$ cat src/hdl/samd_pkg.sv
/*
  Shared constants for the system address map decoder: region bounds,
  target indices, flash sector layout and the password state encoding.
  Assumes a 24-bit byte address and 16-bit data words.
*/
package samd_pkg;

  // Address space shape
  localparam int ADDR_W = 24;
  localparam int SEG_LSB = 16;
  localparam int PAGE_LSB = 14;
  localparam int SEG_COUNT = 256;
  localparam logic [7:0] SYS_SEG = 8'h00;

  // Segment 0 areas
  localparam logic [23:0] SREG_BASE = 24'h00fe00;
  localparam logic [23:0] SREG_END = 24'h00ffff;
  localparam logic [23:0] DUAL_PORT_RAM_BASE = 24'h00f600;
  localparam logic [23:0] DUAL_PORT_RAM_END = 24'h00fdff;
  localparam logic [23:0] DUAL_PORT_RAM_BIT_BASE = 24'h00fd00;
  localparam logic [23:0] EREG_BASE = 24'h00f000;
  localparam logic [23:0] EREG_END = 24'h00f1ff;
  localparam logic [23:0] XREG_BASE = 24'h00e000;
  localparam logic [23:0] XREG_END = 24'h00efff;
  localparam logic [23:0] DATRAM_BASE = 24'h00c000;

  // Program side areas
  localparam logic [23:0] FLASH_BASE = 24'hc00000;
  localparam logic [23:0] PROGRAM_SRAM_BASE = 24'he00000;
  localparam logic [23:0] PROGRAM_SRAM_END = 24'he007ff;
  localparam logic [23:0] TRAP_BASE = 24'hf80000;
  localparam logic [23:0] FREG_BASE = 24'hfff000;

  // Defaults for variant dependent sizes
  localparam logic [23:0] FLASH_BYTES_DEF = 24'h020000;
  localparam logic [23:0] DATRAM_BYTES_DEF = 24'h001000;
  localparam logic [23:0] FREG_DEF_BYTES_DEF = 24'h000100;

  // Read value of undefined flash register locations
  localparam logic [15:0] TRAP_CODE = 16'h1e9b;

  // Flash sector layout
  localparam logic [16:0] SMALL_AREA_BYTES = 17'h08000;
  localparam logic [2:0] LARGE_SECT_FIRST = 3'h3;
  localparam int BLOCK_LSB = 7;
  localparam int BLOCK_W = 10;

  // Target select bit positions
  localparam int T_FLASH = 0;
  localparam int T_PROGRAM_SRAM = 1;
  localparam int T_DATRAM = 2;
  localparam int T_DUAL_PORT_RAM = 3;
  localparam int T_SREG = 4;
  localparam int T_EREG = 5;
  localparam int T_XREG = 6;
  localparam int T_FREG = 7;
  localparam int TGT_W = 8;

  // Password unlock sequencer
  typedef enum logic [2:0] {
    PW_LOCKED = 3'b001,
    PW_HALF = 3'b010,
    PW_OPEN = 3'b100
  } samd_pw_t;

  // Sector number of a flash byte offset
  function automatic logic [2:0] flashSector(input logic [16:0] off);
    if (off < SMALL_AREA_BYTES)
      flashSector = {1'b0, off[14:13]};
    else
      flashSector = 3'(off[16:15]) + LARGE_SECT_FIRST;
  endfunction : flashSector

endpackage : samd_pkg

$ cat src/hdl/samd_map_decode.sv
/*
  Pure combinational map decoder: one address in, a one-hot target
  select plus segment, page and page offset out. Assumes the caller
  treats an all-zero select without fregUndef as a reserved hit.
*/
`timescale 1ns/1ps
module samd_map_decode
  import samd_pkg::*;
#(
  parameter logic [23:0] FLASH_BYTES = FLASH_BYTES_DEF,
  parameter logic [23:0] DATRAM_BYTES = DATRAM_BYTES_DEF,
  parameter logic [23:0] FREG_DEF_BYTES = FREG_DEF_BYTES_DEF
)
(
  // Address in
  input wire logic [23:0] addr,
  // Decode out
  output logic [TGT_W-1:0] target,
  output logic fregUndef,
  output logic [7:0] segment,
  output logic [1:0] page,
  output logic [13:0] pageOff
);

  assign segment = addr[23:SEG_LSB];
  assign page = addr[SEG_LSB-1:PAGE_LSB];
  assign pageOff = addr[PAGE_LSB-1:0];

  // Region decode; at most one bit set, absent memories fall through
  always_comb
  begin
    target = '0;
    fregUndef = 1'b0;
    if (addr >= FREG_BASE)
    begin
      if ((addr - FREG_BASE) < FREG_DEF_BYTES)
        target[T_FREG] = 1'b1;
      else
        fregUndef = 1'b1;
    end
    else if (addr >= PROGRAM_SRAM_BASE && addr <= PROGRAM_SRAM_END)
      target[T_PROGRAM_SRAM] = 1'b1;
    else if (addr >= FLASH_BASE && (addr - FLASH_BASE) < FLASH_BYTES)
      target[T_FLASH] = 1'b1;
    else if (addr[23:SEG_LSB] == SYS_SEG)
    begin
      if (addr >= SREG_BASE)
        target[T_SREG] = 1'b1;
      else if (addr >= DUAL_PORT_RAM_BASE && addr <= DUAL_PORT_RAM_END)
        target[T_DUAL_PORT_RAM] = 1'b1;
      else if (addr >= EREG_BASE && addr <= EREG_END)
        target[T_EREG] = 1'b1;
      else if (addr >= XREG_BASE && addr <= XREG_END)
        target[T_XREG] = 1'b1;
      else if (addr >= DATRAM_BASE && (addr - DATRAM_BASE) < DATRAM_BYTES)
        target[T_DATRAM] = 1'b1;
    end
  end

endmodule : samd_map_decode

$ cat src/hdl/samd_lane_gen.sv
/*
  Byte lane and bit mask generator for one 16-bit data access.
  Assumes word accesses ignore address bit 0 and bit accesses are word
  wide with a single-bit mask.
*/
`timescale 1ns/1ps
module samd_lane_gen
(
  // Access shape
  input wire logic isWord,
  input wire logic addr0,
  input wire logic isBit,
  input wire logic [3:0] bitIdx,
  // Data
  input wire logic [15:0] wdata,
  input wire logic [15:0] rword,
  // Lanes out
  output logic [1:0] be,
  output logic [15:0] bitMask,
  output logic [15:0] laneWdata,
  output logic [15:0] laneRdata
);

  always_comb
  begin
    if (isBit)
    begin
      be = 2'h3;
      bitMask = 16'h0001 << bitIdx;
      laneWdata = {16{wdata[0]}};
      laneRdata = {15'h0000, rword[bitIdx]};
    end
    else if (isWord)
    begin
      be = 2'h3;
      bitMask = 16'hffff;
      laneWdata = wdata;
      laneRdata = rword;
    end
    else
    begin
      be = addr0 ? 2'h2 : 2'h1;
      bitMask = addr0 ? 16'hff00 : 16'h00ff;
      laneWdata = {wdata[7:0], wdata[7:0]};
      laneRdata = {8'h00, addr0 ? rword[15:8] : rword[7:0]};
    end
  end

endmodule : samd_lane_gen

$ cat src/hdl/samd_router.sv
/*
  Address map decoder and memory routing: fetch port via the program
  side, data port via the data side, plus flash protection and the
  programming gate. Assumes memories answer combinationally in the
  cycle their select is high; answers are registered here.
*/
//
// Behaviour
// - Linear space of 256 segments of 64 Kbytes, top byte selects.
// - Each segment has four 16-Kbyte pages, two bits above offset.
// - Byte and word access everywhere; lanes from size and addr bit 0.
// - Data memories and register areas live in segment 0, except the flash registers at FF'F000.
// - Register windows at 00'FE00-00'FFFF and 00'F000-00'F1FF.
// - Dual-port RAM answers at 00'F600 through 00'FDFF.
// - Top 256 bytes of dual-port RAM allow single-bit access.
// - Register-mode dual-port RAM locations are bit accessible anywhere.
// - Register bank: 16 words, lower eight also as byte halves.
// - Undefined flash register reads return trap code 1E9B.
// - Program SRAM at E0'0000-E0'07FF, only via program unit.
// - Data SRAM at 00'C000-00'CFFF, only via data unit.
// - Flash of 32, 64 or 128 Kbytes from C0'0000.
// - Flash: four 8-Kbyte sectors then up to three 32-Kbyte.
// - Sectors erased or programmed singly, programming in 128-byte blocks.
// - Small sector write protection works per pair of sectors.
// - Flash read protection lifted by a correct password sequence.
// - Flash delivers 64 bits in one cycle.
// - All fetches go through the program unit.
// - All data transfers go through the data unit.
// - Program-data link carries one direction per access, read or write.
`timescale 1ns/1ps
module samd_router
  import samd_pkg::*;
#(
  parameter logic [23:0] FLASH_BYTES = FLASH_BYTES_DEF,
  parameter logic [23:0] DATRAM_BYTES = DATRAM_BYTES_DEF,
  parameter logic [23:0] FREG_DEF_BYTES = FREG_DEF_BYTES_DEF,
  parameter logic [15:0] PWD_KEY0 = 16'ha5c3,
  parameter logic [15:0] PWD_KEY1 = 16'h3c5a
)
(
  // Clock and reset
  input wire logic ref_clk,
  input wire logic rst_b,
  // Fetch port
  input wire logic fetchReq,
  input wire logic [23:0] fetchAddr,
  output logic fetchAck,
  output logic [63:0] fetchData,
  output logic fetchErr,
  // Data port
  input wire logic dataReq,
  input wire logic [23:0] dataAddr,
  input wire logic dataWrite,
  input wire logic dataWord,
  input wire logic dataBit,
  input wire logic [3:0] bitIdx,
  input wire logic dataGpr,
  input wire logic [3:0] gprIdx,
  input wire logic [15:0] cpBase,
  input wire logic [15:0] dataWdata,
  output logic dataReady,
  output logic dataAck,
  output logic [15:0] dataRdata,
  output logic dataErr,
  output logic [7:0] dataSeg,
  output logic [1:0] dataPage,
  output logic [13:0] dataPageOff,
  // Flash array
  output logic flashSel,
  output logic [16:0] flashAddr,
  input wire logic [63:0] flashRdata,
  // Program sram
  output logic psramSel,
  output logic [10:0] psramAddr,
  output logic psramWe,
  output logic [7:0] psramBe,
  output logic [63:0] psramWdata,
  input wire logic [63:0] psramRdata,
  // Data side targets
  output logic [TGT_W-1:0] dmemSel,
  output logic [23:0] dmemAddr,
  output logic dmemWe,
  output logic [1:0] dmemBe,
  output logic [15:0] dmemBitMask,
  output logic [15:0] dmemWdata,
  input wire logic [15:0] dmemRdata,
  // Protection controls
  input wire logic [1:0] wrProtPair,
  input wire logic [2:0] wrProtLarge,
  input wire logic readProtEn,
  input wire logic pwdStrobe,
  input wire logic [15:0] pwdWord,
  input wire logic relock,
  output logic flashUnlocked,
  // Programming gate
  input wire logic progReq,
  input wire logic progErase,
  input wire logic [23:0] progAddr,
  output logic progGrant,
  output logic progDenied,
  output logic progEraseOut,
  output logic [2:0] progSector,
  output logic [BLOCK_W-1:0] progBlock
);

  logic [TGT_W-1:0] fTgt;
  logic [TGT_W-1:0] dTgt;
  logic [TGT_W-1:0] pTgt;
  logic dFregUndef;
  logic [7:0] dSeg;
  logic [1:0] dPage;
  logic [13:0] dOff;
  logic [23:0] dEff;
  logic [23:0] fFlashOff;
  logic [23:0] dFlashOff;
  logic [23:0] pFlashOff;
  logic dProg;
  logic bitOk;
  logic readLock;
  logic dErrNow;
  logic dataTake;
  logic progFromData;
  logic [15:0] progWord;
  logic [63:0] progWide;
  logic [15:0] rword;
  logic [1:0] laneBe;
  logic [15:0] laneMask;
  logic [15:0] laneWdata;
  logic [15:0] laneRdata;
  logic [2:0] pSect;
  logic pProt;
  samd_pw_t pwState;
  samd_pw_t next_pwState;
  logic next_fetchAck;
  logic [63:0] next_fetchData;
  logic next_fetchErr;
  logic next_dataAck;
  logic [15:0] next_dataRdata;
  logic next_dataErr;
  logic [7:0] next_dataSeg;
  logic [1:0] next_dataPage;
  logic [13:0] next_dataPageOff;
  logic next_progGrant;
  logic next_progDenied;
  logic next_progEraseOut;
  logic [2:0] next_progSector;
  logic [BLOCK_W-1:0] next_progBlock;

  // register bank address from context base
  always_comb
  begin
    if (!dataGpr)
      dEff = dataAddr;
    else if (dataWord)
      dEff = {SYS_SEG, cpBase + {11'h000, gprIdx, 1'b0}};
    else
      dEff = {SYS_SEG, cpBase + {12'h000, gprIdx}};
  end

  // Three decoders, one per requester
  samd_map_decode #(.FLASH_BYTES(FLASH_BYTES), .DATRAM_BYTES(DATRAM_BYTES),
    .FREG_DEF_BYTES(FREG_DEF_BYTES)) u_fetch_dec (
    .addr(fetchAddr), .target(fTgt), .fregUndef(), .segment(), .page(), .pageOff());
  samd_map_decode #(.FLASH_BYTES(FLASH_BYTES), .DATRAM_BYTES(DATRAM_BYTES),
    .FREG_DEF_BYTES(FREG_DEF_BYTES)) u_data_dec (
    .addr(dEff), .target(dTgt), .fregUndef(dFregUndef), .segment(dSeg), .page(dPage),
    .pageOff(dOff));
  samd_map_decode #(.FLASH_BYTES(FLASH_BYTES), .DATRAM_BYTES(DATRAM_BYTES),
    .FREG_DEF_BYTES(FREG_DEF_BYTES)) u_prog_dec (
    .addr(progAddr), .target(pTgt), .fregUndef(), .segment(), .page(), .pageOff());

  assign fFlashOff = fetchAddr - FLASH_BASE;
  assign dFlashOff = dEff - FLASH_BASE;
  assign pFlashOff = progAddr - FLASH_BASE;

  // data port reads of flash refused while locked
  assign readLock = readProtEn && (pwState != PW_OPEN);
  assign flashUnlocked = (pwState == PW_OPEN);

  // top of dual-port ram bit window
  // register mode bit access anywhere in dual-port ram
  assign bitOk = dataGpr ? dTgt[T_DUAL_PORT_RAM]
    : ((dEff >= DUAL_PORT_RAM_BIT_BASE && dEff <= DUAL_PORT_RAM_END) || dTgt[T_SREG] || dTgt[T_EREG]);

  assign dErrNow = ((dTgt == '0) && !dFregUndef)
    || (dataBit && !bitOk)
    || (dataGpr && !dTgt[T_DUAL_PORT_RAM])
    || (dTgt[T_FLASH] && (dataWrite || readLock));

  // data reaching program memory uses the link
  assign dProg = dTgt[T_FLASH] || dTgt[T_PROGRAM_SRAM];
  // fetch owns program side when both collide
  assign dataReady = !(dProg && fetchReq);
  assign dataTake = dataReq && dataReady;
  assign progFromData = dataTake && dProg && !dErrNow;

  samd_lane_gen u_lanes (
    .isWord(dataWord), .addr0(dEff[0]), .isBit(dataBit), .bitIdx(bitIdx),
    .wdata(dataWdata), .rword(rword), .be(laneBe), .bitMask(laneMask),
    .laneWdata(laneWdata), .laneRdata(laneRdata));

  // program sram only on program side
  // flash read is one wide cycle
  always_comb
  begin
    flashSel = (fetchReq && fTgt[T_FLASH]) || (progFromData && dTgt[T_FLASH]);
    psramSel = (fetchReq && fTgt[T_PROGRAM_SRAM]) || (progFromData && dTgt[T_PROGRAM_SRAM]);
    flashAddr = fetchReq ? fFlashOff[16:0] : dFlashOff[16:0];
    psramAddr = fetchReq ? fetchAddr[10:0] : dEff[10:0];
    psramWe = progFromData && dTgt[T_PROGRAM_SRAM] && dataWrite;
    psramBe = {6'h00, laneBe} << {dEff[2:1], 1'b0};
    psramWdata = {4{laneWdata}};
  end

  // Word picked from the wide program side read
  assign progWide = dTgt[T_FLASH] ? flashRdata : psramRdata;
  assign progWord = progWide[{dEff[2:1], 4'h0} +: 16];

  // undefined flash register reads give trap code
  assign rword = dFregUndef ? TRAP_CODE : (dProg ? progWord : dmemRdata);

  // data side strobes; data sram only here
  always_comb
  begin
    dmemSel = (dataTake && !dErrNow && !dProg) ? dTgt : '0;
    dmemAddr = dEff;
    dmemWe = dataTake && !dErrNow && !dProg && dataWrite;
    dmemBe = laneBe;
    dmemBitMask = laneMask;
    dmemWdata = laneWdata;
  end

  assign pSect = flashSector(pFlashOff[16:0]);
  assign pProt = (pSect < 3'h4) ? wrProtPair[pSect[1]] : wrProtLarge[2'(pSect - 3'h4)];

  // Answers to fetch, data and programming requests
  always_comb
  begin
    next_fetchAck = fetchReq;
    next_fetchData = fetchData;
    next_fetchErr = fetchReq && !(fTgt[T_FLASH] || fTgt[T_PROGRAM_SRAM]);
    if (fetchReq)
      next_fetchData = fTgt[T_FLASH] ? flashRdata : (fTgt[T_PROGRAM_SRAM] ? psramRdata : '0);
    next_dataAck = dataTake;
    next_dataErr = dataTake && dErrNow;
    next_dataRdata = dataRdata;
    next_dataSeg = dataSeg;
    next_dataPage = dataPage;
    next_dataPageOff = dataPageOff;
    if (dataTake)
    begin
      // Writes and errors read back zero to keep stale data off the bus
      next_dataRdata = (dataWrite || dErrNow) ? 16'h0000 : laneRdata;
      next_dataSeg = dSeg;
      next_dataPage = dPage;
      next_dataPageOff = dOff;
    end
    // grant per sector, block index of 128 bytes
    next_progGrant = progReq && pTgt[T_FLASH] && !pProt && !readLock;
    next_progDenied = progReq && !(pTgt[T_FLASH] && !pProt && !readLock);
    next_progEraseOut = progReq && progErase;
    next_progSector = progReq ? pSect : progSector;
    next_progBlock = progReq ? pFlashOff[BLOCK_LSB +: BLOCK_W] : progBlock;
  end

  always_comb
  begin
    next_pwState = pwState;
    case (pwState)
      PW_LOCKED:
        if (pwdStrobe && pwdWord == PWD_KEY0)
          next_pwState = PW_HALF;
      PW_HALF:
        if (pwdStrobe)
          next_pwState = (pwdWord == PWD_KEY1) ? PW_OPEN : PW_LOCKED;
      PW_OPEN:
        if (relock)
          next_pwState = PW_LOCKED;
      default:
        next_pwState = PW_LOCKED;
    endcase
  end

  // Registered state and answers
  always_ff @(posedge ref_clk or negedge rst_b)
  begin
    if (!rst_b)
    begin
      pwState <= PW_LOCKED;
      fetchAck <= 1'b0;
      fetchData <= '0;
      fetchErr <= 1'b0;
      dataAck <= 1'b0;
      dataRdata <= 16'h0000;
      dataErr <= 1'b0;
      dataSeg <= 8'h00;
      dataPage <= 2'h0;
      dataPageOff <= 14'h0000;
      progGrant <= 1'b0;
      progDenied <= 1'b0;
      progEraseOut <= 1'b0;
      progSector <= 3'h0;
      progBlock <= '0;
    end
    else
    begin
      pwState <= next_pwState;
      fetchAck <= next_fetchAck;
      fetchData <= next_fetchData;
      fetchErr <= next_fetchErr;
      dataAck <= next_dataAck;
      dataRdata <= next_dataRdata;
      dataErr <= next_dataErr;
      dataSeg <= next_dataSeg;
      dataPage <= next_dataPage;
      dataPageOff <= next_dataPageOff;
      progGrant <= next_progGrant;
      progDenied <= next_progDenied;
      progEraseOut <= next_progEraseOut;
      progSector <= next_progSector;
      progBlock <= next_progBlock;
    end
  end

endmodule : samd_router

$ cat config.mk
export PLATFORM = sky130hd
export DESIGN_NAME = samd_router
export DESIGN_NICKNAME = d
export VERILOG_FILES = /design/src/hdl/samd_pkg.sv /design/src/hdl/samd_map_decode.sv /design/src/hdl/samd_lane_gen.sv /design/src/hdl/samd_router.sv
export SDC_FILE = /design/constraint.sdc
export NUM_CORES = 1
export LEC_CHECK = 0
export ABC_CLOCK_PERIOD_IN_PS = 4800
export BUFFER_PORTS_ARGS = -buffer_cell sky130_fd_sc_hd__buf_2
export CAP_MARGIN = 20
export CORE_AREA = 2 2 230 232
export DETAILED_ROUTE_END_ITERATION = 8
export DIE_AREA = 0 0 232 234
export GPL_TIMING_DRIVEN = 0
export HOLD_SLACK_MARGIN = 0.1
export PLACE_DENSITY = 0.45
export SETUP_SLACK_MARGIN = 0.3
export SYNTH_ARGS = -nofsm -noshare
export SYNTH_HDL_FRONTEND = slang
export SYNTH_SLANG_ARGS = --single-unit
$ cat constraint.sdc
create_clock -name ref_clk -period 4.8 [get_ports ref_clk]
set_input_delay 0.72 -clock ref_clk [delete_from_list [all_inputs] [get_ports ref_clk]]
set_output_delay 0.72 -clock ref_clk [all_outputs]
set_load 0.1 [all_outputs]
==> results of run 1 <==
==> cell type report <==
type                    instances  area [sq um]
diodes                          3          7.51
inverters                      40           174
repair buffers                601          3330
multi-input cells             801          5710
plain buffers                 158           978
well taps                     688           861
clock inverters                14           144
clock buffers                  18           439
flip-flops and latches        127          3180
fillers                      5707         37200
==> power groups by stage <==
| stage | Sequential (W) | Clock [W] | Combinational, W |
|---|---|---|---|
| after global placement | 0.00122 | 0 | 0.00253 |
| after floorplan | 0.00177 | 0 | 0.00138 |
| after global routing | 0.00121 | 0.00144 | 0.00267 |
| after CTS | 0.00120 | 0.00141 | 0.00258 |
| after detailed placement | 0.00122 | 0 | 0.00254 |
| final | 0.00121 | 0.00135 | 0.00258 |
==> per-stage QoR <==
stage	total power, W	TNS [ns]	hold WS, ns	util	setup WS (ns)
final	0.00513	-0.992	0.214	0.285	-0.241
after detailed placement	0.00377	-34.40	0.463	0.261	-1.49
after global routing	0.00533	-1.85	0.257	0.285	-0.351
after global placement	0.00375	-39.24	0.459	0.259	-1.57
after floorplan	0.00315	-2.75	0.424	-	-0.385
after CTS	0.00519	-1.09	0.221	0.284	-0.247
==> worst max-delay path by stage <==
stage,cells after the start,slack (ns),startpoint,to
after floorplan,16,-0.39,gprIdx[0],dmemSel[2]
after global placement,15,-1.57,gprIdx[0],dmemSel[3]
after detailed placement,16,-1.49,gprIdx[0],dmemSel[3]
after CTS,16,-0.25,cpBase[0],dmemSel[6]
after global routing,16,-0.35,cpBase[0],dmemSel[6]
final,18,-0.24,cpBase[1],dmemSel[6]
==> synthesized netlist by cell type (6+ instances only) <==
cell / instances / area share
xor2_1: 8 / 0.0074
nor3_1: 25 / 0.013
mux4_2: 9 / 0.021
buf_2: 9 / 0.0048
a21o_1: 8 / 0.0063
buf_4: 80 / 0.063
a22o_1: 10 / 0.0092
nor2b_1: 11 / 0.0073
o21ai_0: 71 / 0.037
and3_1: 8 / 0.0053
o211ai_1: 16 / 0.013
nand2b_1: 9 / 0.0059
nand2_1: 94 / 0.037
dfrtp_1: 126 / 0.33
nand3_1: 14 / 0.0074
a211oi_1: 12 / 0.0095
nand4_1: 7 / 0.0046
clkbuf_1: 53 / 0.021
ha_1: 10 / 0.013
a21oi_1: 85 / 0.045
mux2i_1: 45 / 0.048
nor2_1: 133 / 0.053
inv_1: 37 / 0.015
mux2_2: 54 / 0.064
nor3b_1: 6 / 0.0048
a22oi_1: 66 / 0.052
buf_1: 16 / 0.0063
o31ai_1: 8 / 0.0063
==> critical path, cell delays in order <==
cell      delay [ns]
buf_6           0.11
ha_4            0.15
fa_2            0.35
a211oi_2        0.20
nor2_2          0.11
o21ai_2         0.17
xor2_1          0.19
and2_4          0.17
or2_4           0.16
inv_12          0.04
a2111o_1        0.31
nand3_2         0.11
a31oi_4         0.10
or3_4           0.39
buf_12          0.13
or4_4           0.57
nor2_4          0.16
buf_12          0.18
==> kinds of logic (layout without fill, tap and decap cells) <==
kind of cell | Yosys count | count (layout) | share of synthesized area
buffers and inverters | 198 | 831 | 0.111
XOR/XNOR | 11 | 11 | 0.0102
AO/OA/AOI/OAI | 326 | 326 | 0.226
multiplexers | 108 | 108 | 0.133
adder cells (fa/ha/maj) | 12 | 12 | 0.0174
AND/OR/NAND/NOR | 342 | 342 | 0.167
other | 1 | 5 | 0.000396
flip-flops | 127 | 127 | 0.335
==> layer usage <==
metal  track usage  vias to the layer above
li1              -                     5226
met1         0.257                     5535
met2         0.370                      571
met3        0.0534                       90
met4        0.0867                       10
met5             0                        -
==> sequential cells by signal, indices dropped and copies added, names as in the netlist <==
signal / flops
dataSeg: 8
progSector: 3
progDenied: 1
progBlock: 10
fetchData: 64
dataErr: 1
progGrant: 1
pwState: 3
dataAck: 1
progEraseOut: 1
dataPageOff: 14
dataRdata: 16
fetchAck: 1
dataPage: 2
fetchErr: 1
==> what timing repair did <==
item                       in CTS  in global routing
cloned                          0                  0
pin swaps                      25                  6
setup buffers                  20                  2
resized for setup             101                  9
setup endpoints to repair      61                 25
==> impl_metrics.toml, run 1 <==
[routing]
wl_met2_microns = 29100
wl_met3_microns = 4280
routed.top_layer = "met5"
num_vias = 11400
drc = 0
wl_per_cell_microns = 24.4
avgViaCountPerCell = 4.67
ant_nets = 0
finalWirelength_microns = 59800
first_iter_violations = 851
dr.pass1.iters = 5
wl_met1_microns = 24300

[power_and_ir_drop]
cellLeakagePower_nw = 7.17
pwr_density_cell_mw_per_mm2 = 347
ir_worst_vdd_mv = 0.250
p_seq_frac = 0.235
p_int_w = 0.00242
netSwitchingFraction = 0.529
share_comb_of_total_power = 0.502
power_frac_clock = 0.264
switchingPower_w = 0.00272

[critical_path]
worstReg2RegEnd = "dataRdata[15]"
r2r_start = "pwState[1]"
crit_path_start_kind = "primary input"
worstSetupPathType = "in -> out"
cp.arrival_ns = 4.32
end_kind = "primary output"
reg2reg_depth = 12
crit_path_max_fanout = 5
reg2reg_slack_ns = 1.78
critPathRequiredTime_ns = 4.08

[place]
hpwl_microns = 50100
port_buffers = 573
gp_congestion = 0.927
place_area_sq_mm = 0.0136
post-place-cells = 2393

[floorplan]
io_pins = 586
die-area_sq_mm = 0.0543
die_h_microns = 234
start_util = 0.182
die-width_microns = 232
row_count = 84
core-area_sq_mm = 0.0520

[timing]
setup_viol = 7
layout_worst_path_cycle_share = 1.05
finalClockSkew_ns = 0.00825
tightest_slew_ns = 0.988
hold_viol = 0
rsz0062_at_grt = "true"
slew_headroom = 0.341
max_freq_mhz = 198
fin_crit_ns = 5.04
timing.final.ws_setup_ns = -0.241
report.final.slew_viol_count = 0

[synthesis]
yosysSeqAreaShare = 0.335
synthArstFlopShare = 1.00
synth_seq_cells = 127
avgSynthCellArea_sq_um = 8.43
ys_types = 76
syn-cell-area_sq_mm = 0.00948
yosys_warnings = 0
postSynthCellCount = 1125
ys.flop_type = "dfrtp_1"
synth_edf_count = 0

[layout]
fin_nets = 2048
area_growth_pct = 56.3
final_cell_mix = "565 x buf_2, 127 x nor2_1, 126 x dfrtp_1"
final_cell_count_no_fill = 2450
final_common_cell = "buf_2"
drive_gt1_frac = 0.498
stdcell_area_sq_mm = 0.0148

[outcome]
violations = "setup timing"
outcome = "finished with violations"

[cts]
cts_tree = "yes"
clk_latency_ns = 0.48
clkSinkCount = 127
ctsHoldBuffers = 0
cts-buffers-inserted = 17
cts_max_level = 4
clockBufferDepth = 2
ctsRootBufferMaster = "clkbuf_16"
clk_pin_slew_ns = 0.07

[global_routing]
antenna_found_initial = 9
grt_pass1_wl_microns = 82400
grt_max_degree = 69
track_usage = 0.215
grt_pass1_vias = 11200
overflow = 0

[job]
maxCapViolCount = 0

[worst_hold_path]
holdCritPathClass = "in -> async"
Note: power is estimated with default switching activity, not from simulation.
==> run 2: changes to the inputs <==
--- a/config.mk
+++ b/config.mk
@@ -14,6 +14,7 @@
 export GPL_TIMING_DRIVEN = 0
 export HOLD_SLACK_MARGIN = 0.1
 export PLACE_DENSITY = 0.45
+export REMOVE_ABC_BUFFERS = 1
 export SETUP_SLACK_MARGIN = 0.3
 export SYNTH_ARGS = -nofsm -noshare
 export SYNTH_HDL_FRONTEND = slang
==> run 2 against run 1 <==
Net effect:
- the flow still finishes with violations (setup timing)
- via count fell by 6.6%
- clock-buffer cell count is 6 higher
- hold slack improved by 0.011 ns
- critical endpoint is now dmemSel[2]
- largest cell class unchanged
- largest power group unchanged
==> impl_metrics.toml, run 2 (synthesized netlist as in run 1, its figures left out) <==
[job]
maxCapViolCount = 0

[routing]
dr.pass1.iters = 5
first_iter_violations = 583
ant_nets = 0
wl_per_cell_microns = 22.0
num_vias = 10700
drc = 0
finalWirelength_microns = 51000
avgViaCountPerCell = 4.60

[critical_path]
end_kind = "primary output"
reg2reg_slack_ns = 1.44
reg2reg_depth = 10
critPathRequiredTime_ns = 4.08
crit_path_max_fanout = 4
cp.arrival_ns = 4.22
crit_path_start_kind = "primary input"
worstSetupPathType = "in -> out"

[timing]
finalClockSkew_ns = 0.00935
max_freq_mhz = 202
rsz0062_at_grt = "true"
layout_worst_path_cycle_share = 1.03
timing.final.ws_setup_ns = -0.141
tightest_slew_ns = 1.08
hold_viol = 0
setup_viol = 3
fin_crit_ns = 4.94
report.final.slew_viol_count = 0
slew_headroom = 0.275

[layout]
largest_register_ffs = 64
fillers = 5649
final_cell_count_no_fill = 2321
top_regs = "fetchData: 64 flops, dataRdata: 16 flops, dataPageOff: 14 flops"
area_growth_pct = 49.7
fin_nets = 1921
final_cell_mix = "559 x buf_2, 126 x dfrtp_1, 125 x nor2_1"
final_common_cell = "buf_2"
drive_gt1_frac = 0.483
largest_register = "fetchData"

[power_and_ir_drop]
p_int_w = 0.00249
finalPower_w = 0.00508
share_comb_of_total_power = 0.479
netSwitchingFraction = 0.510
switchingPower_w = 0.00259
p_seq_frac = 0.236
power_frac_clock = 0.285
ir_worst_vdd_mv = 0.245
pwr_density_cell_mw_per_mm2 = 358
cellLeakagePower_nw = 6.86

[cts]
clkSinkCount = 127
cts-buffers-inserted = 17
clockBufferDepth = 2
ctsRootBufferMaster = "clkbuf_16"
cts_max_level = 4
cts_tree = "yes"
clk_latency_ns = 0.48
clk_pin_slew_ns = 0.06
ctsHoldBuffers = 0

[floorplan]
die-width_microns = 232
start_util = 0.182
io_pins = 586
core-area_sq_mm = 0.0520
row_count = 84
die-area_sq_mm = 0.0543
die_h_microns = 234

[worst_hold_path]
holdCritPathClass = "in -> async"

[global_routing]
overflow = 0
grt_pass1_vias = 10200
grt_pass1_wl_microns = 70600
antenna_found_initial = 1
grt_max_degree = 88
track_usage = 0.182

[outcome]
violations = "setup timing"
outcome = "finished with violations"

[place]
gp_congestion = 0.876
post-place-cells = 2247
port_buffers = 576
hpwl_microns = 38000
run 2: worst max-delay path: stages:
cell	delay, ns
buf_8	0.10
ha_4	0.16
fa_2	0.37
a211oi_2	0.24
nor2_2	0.10
o21ai_0	0.24
xnor2_1	0.27
a21boi_2	0.34
mux2i_2	0.34
a31oi_4	0.14
or3_4	0.37
or4_4	0.48
nor2_4	0.16
buf_12	0.19
run 2: power groups by stage:
stage	logic (W)	clock network, W	registers (W)
finish	0.00243	0.00145	0.00120
detailed placement	0.00238	0	0.00122
global route	0.00253	0.00154	0.00121
floorplan	0.00121	0	0.00177
global placement	0.00236	0	0.00122
CTS	0.00243	0.00151	0.00120
run 2: path summary, 6_finish.rpt:
check,from,end
worst max-delay path,cpBase[1],dmemSel[2]
worst min-delay path,rst_b,fetchData[47]
worst max register to register,pwState[1],dataRdata[13]
worst min register to register,dataSeg[4],dataSeg[4]
max in group asynchronous,rst_b,pwState[0]
min in group ref_clk,progErase,progEraseOut
run 2: metrics by stage:
step | TNS (ns) | util | setup WS (ns) | hold slack (ns) | area (sq um)
floorplan | -549.31 | - | -6.92 | 0.424 | 8580
global placement | -456.92 | 0.237 | -6.84 | 0.462 | 12300
detailed placement | -24.75 | 0.244 | -1.70 | 0.465 | 12700
CTS | -0.520 | 0.270 | -0.193 | 0.236 | 14000
global route | -0.788 | 0.273 | -0.212 | 0.261 | 14200
finish | -0.257 | 0.273 | -0.141 | 0.225 | 14200
run 2: final cells by class:
class	count	area, sq um	share of cell area
Multi-Input combinational cell	803	5640	0.397
Timing Repair Buffer	630	3730	0.263
Sequential cell	127	3180	0.224
Tap cell	688	861	0.0606
Clock buffer	24	502	0.0353
Inverter	40	154	0.0108
Clock inverter	8	128	0.00899
Antenna cell	1	2.50	0.000176
run 2: layer usage:
| metal | part of all wire | vias up | wire, microns | track usage |
|---|---|---|---|---|
| li1 | - | 4973 | - | - |
| met1 | 0.41 | 5163 | 21000 | 0.220 |
| met2 | 0.49 | 488 | 25200 | 0.313 |
| met3 | 0.069 | 58 | 3510 | 0.0429 |
| met4 | 0.026 | 0 | 1330 | 0.0679 |
| met5 | 0 | - | 0 | 0 |
run 2: what timing repair did:
action | CTS | global route
buffers inserted | 30 | 8
resized for setup | 97 | 22
pin swaps | 27 | 11
endpoints found under the setup margin | 36 | 12
cloned | 3 | 0
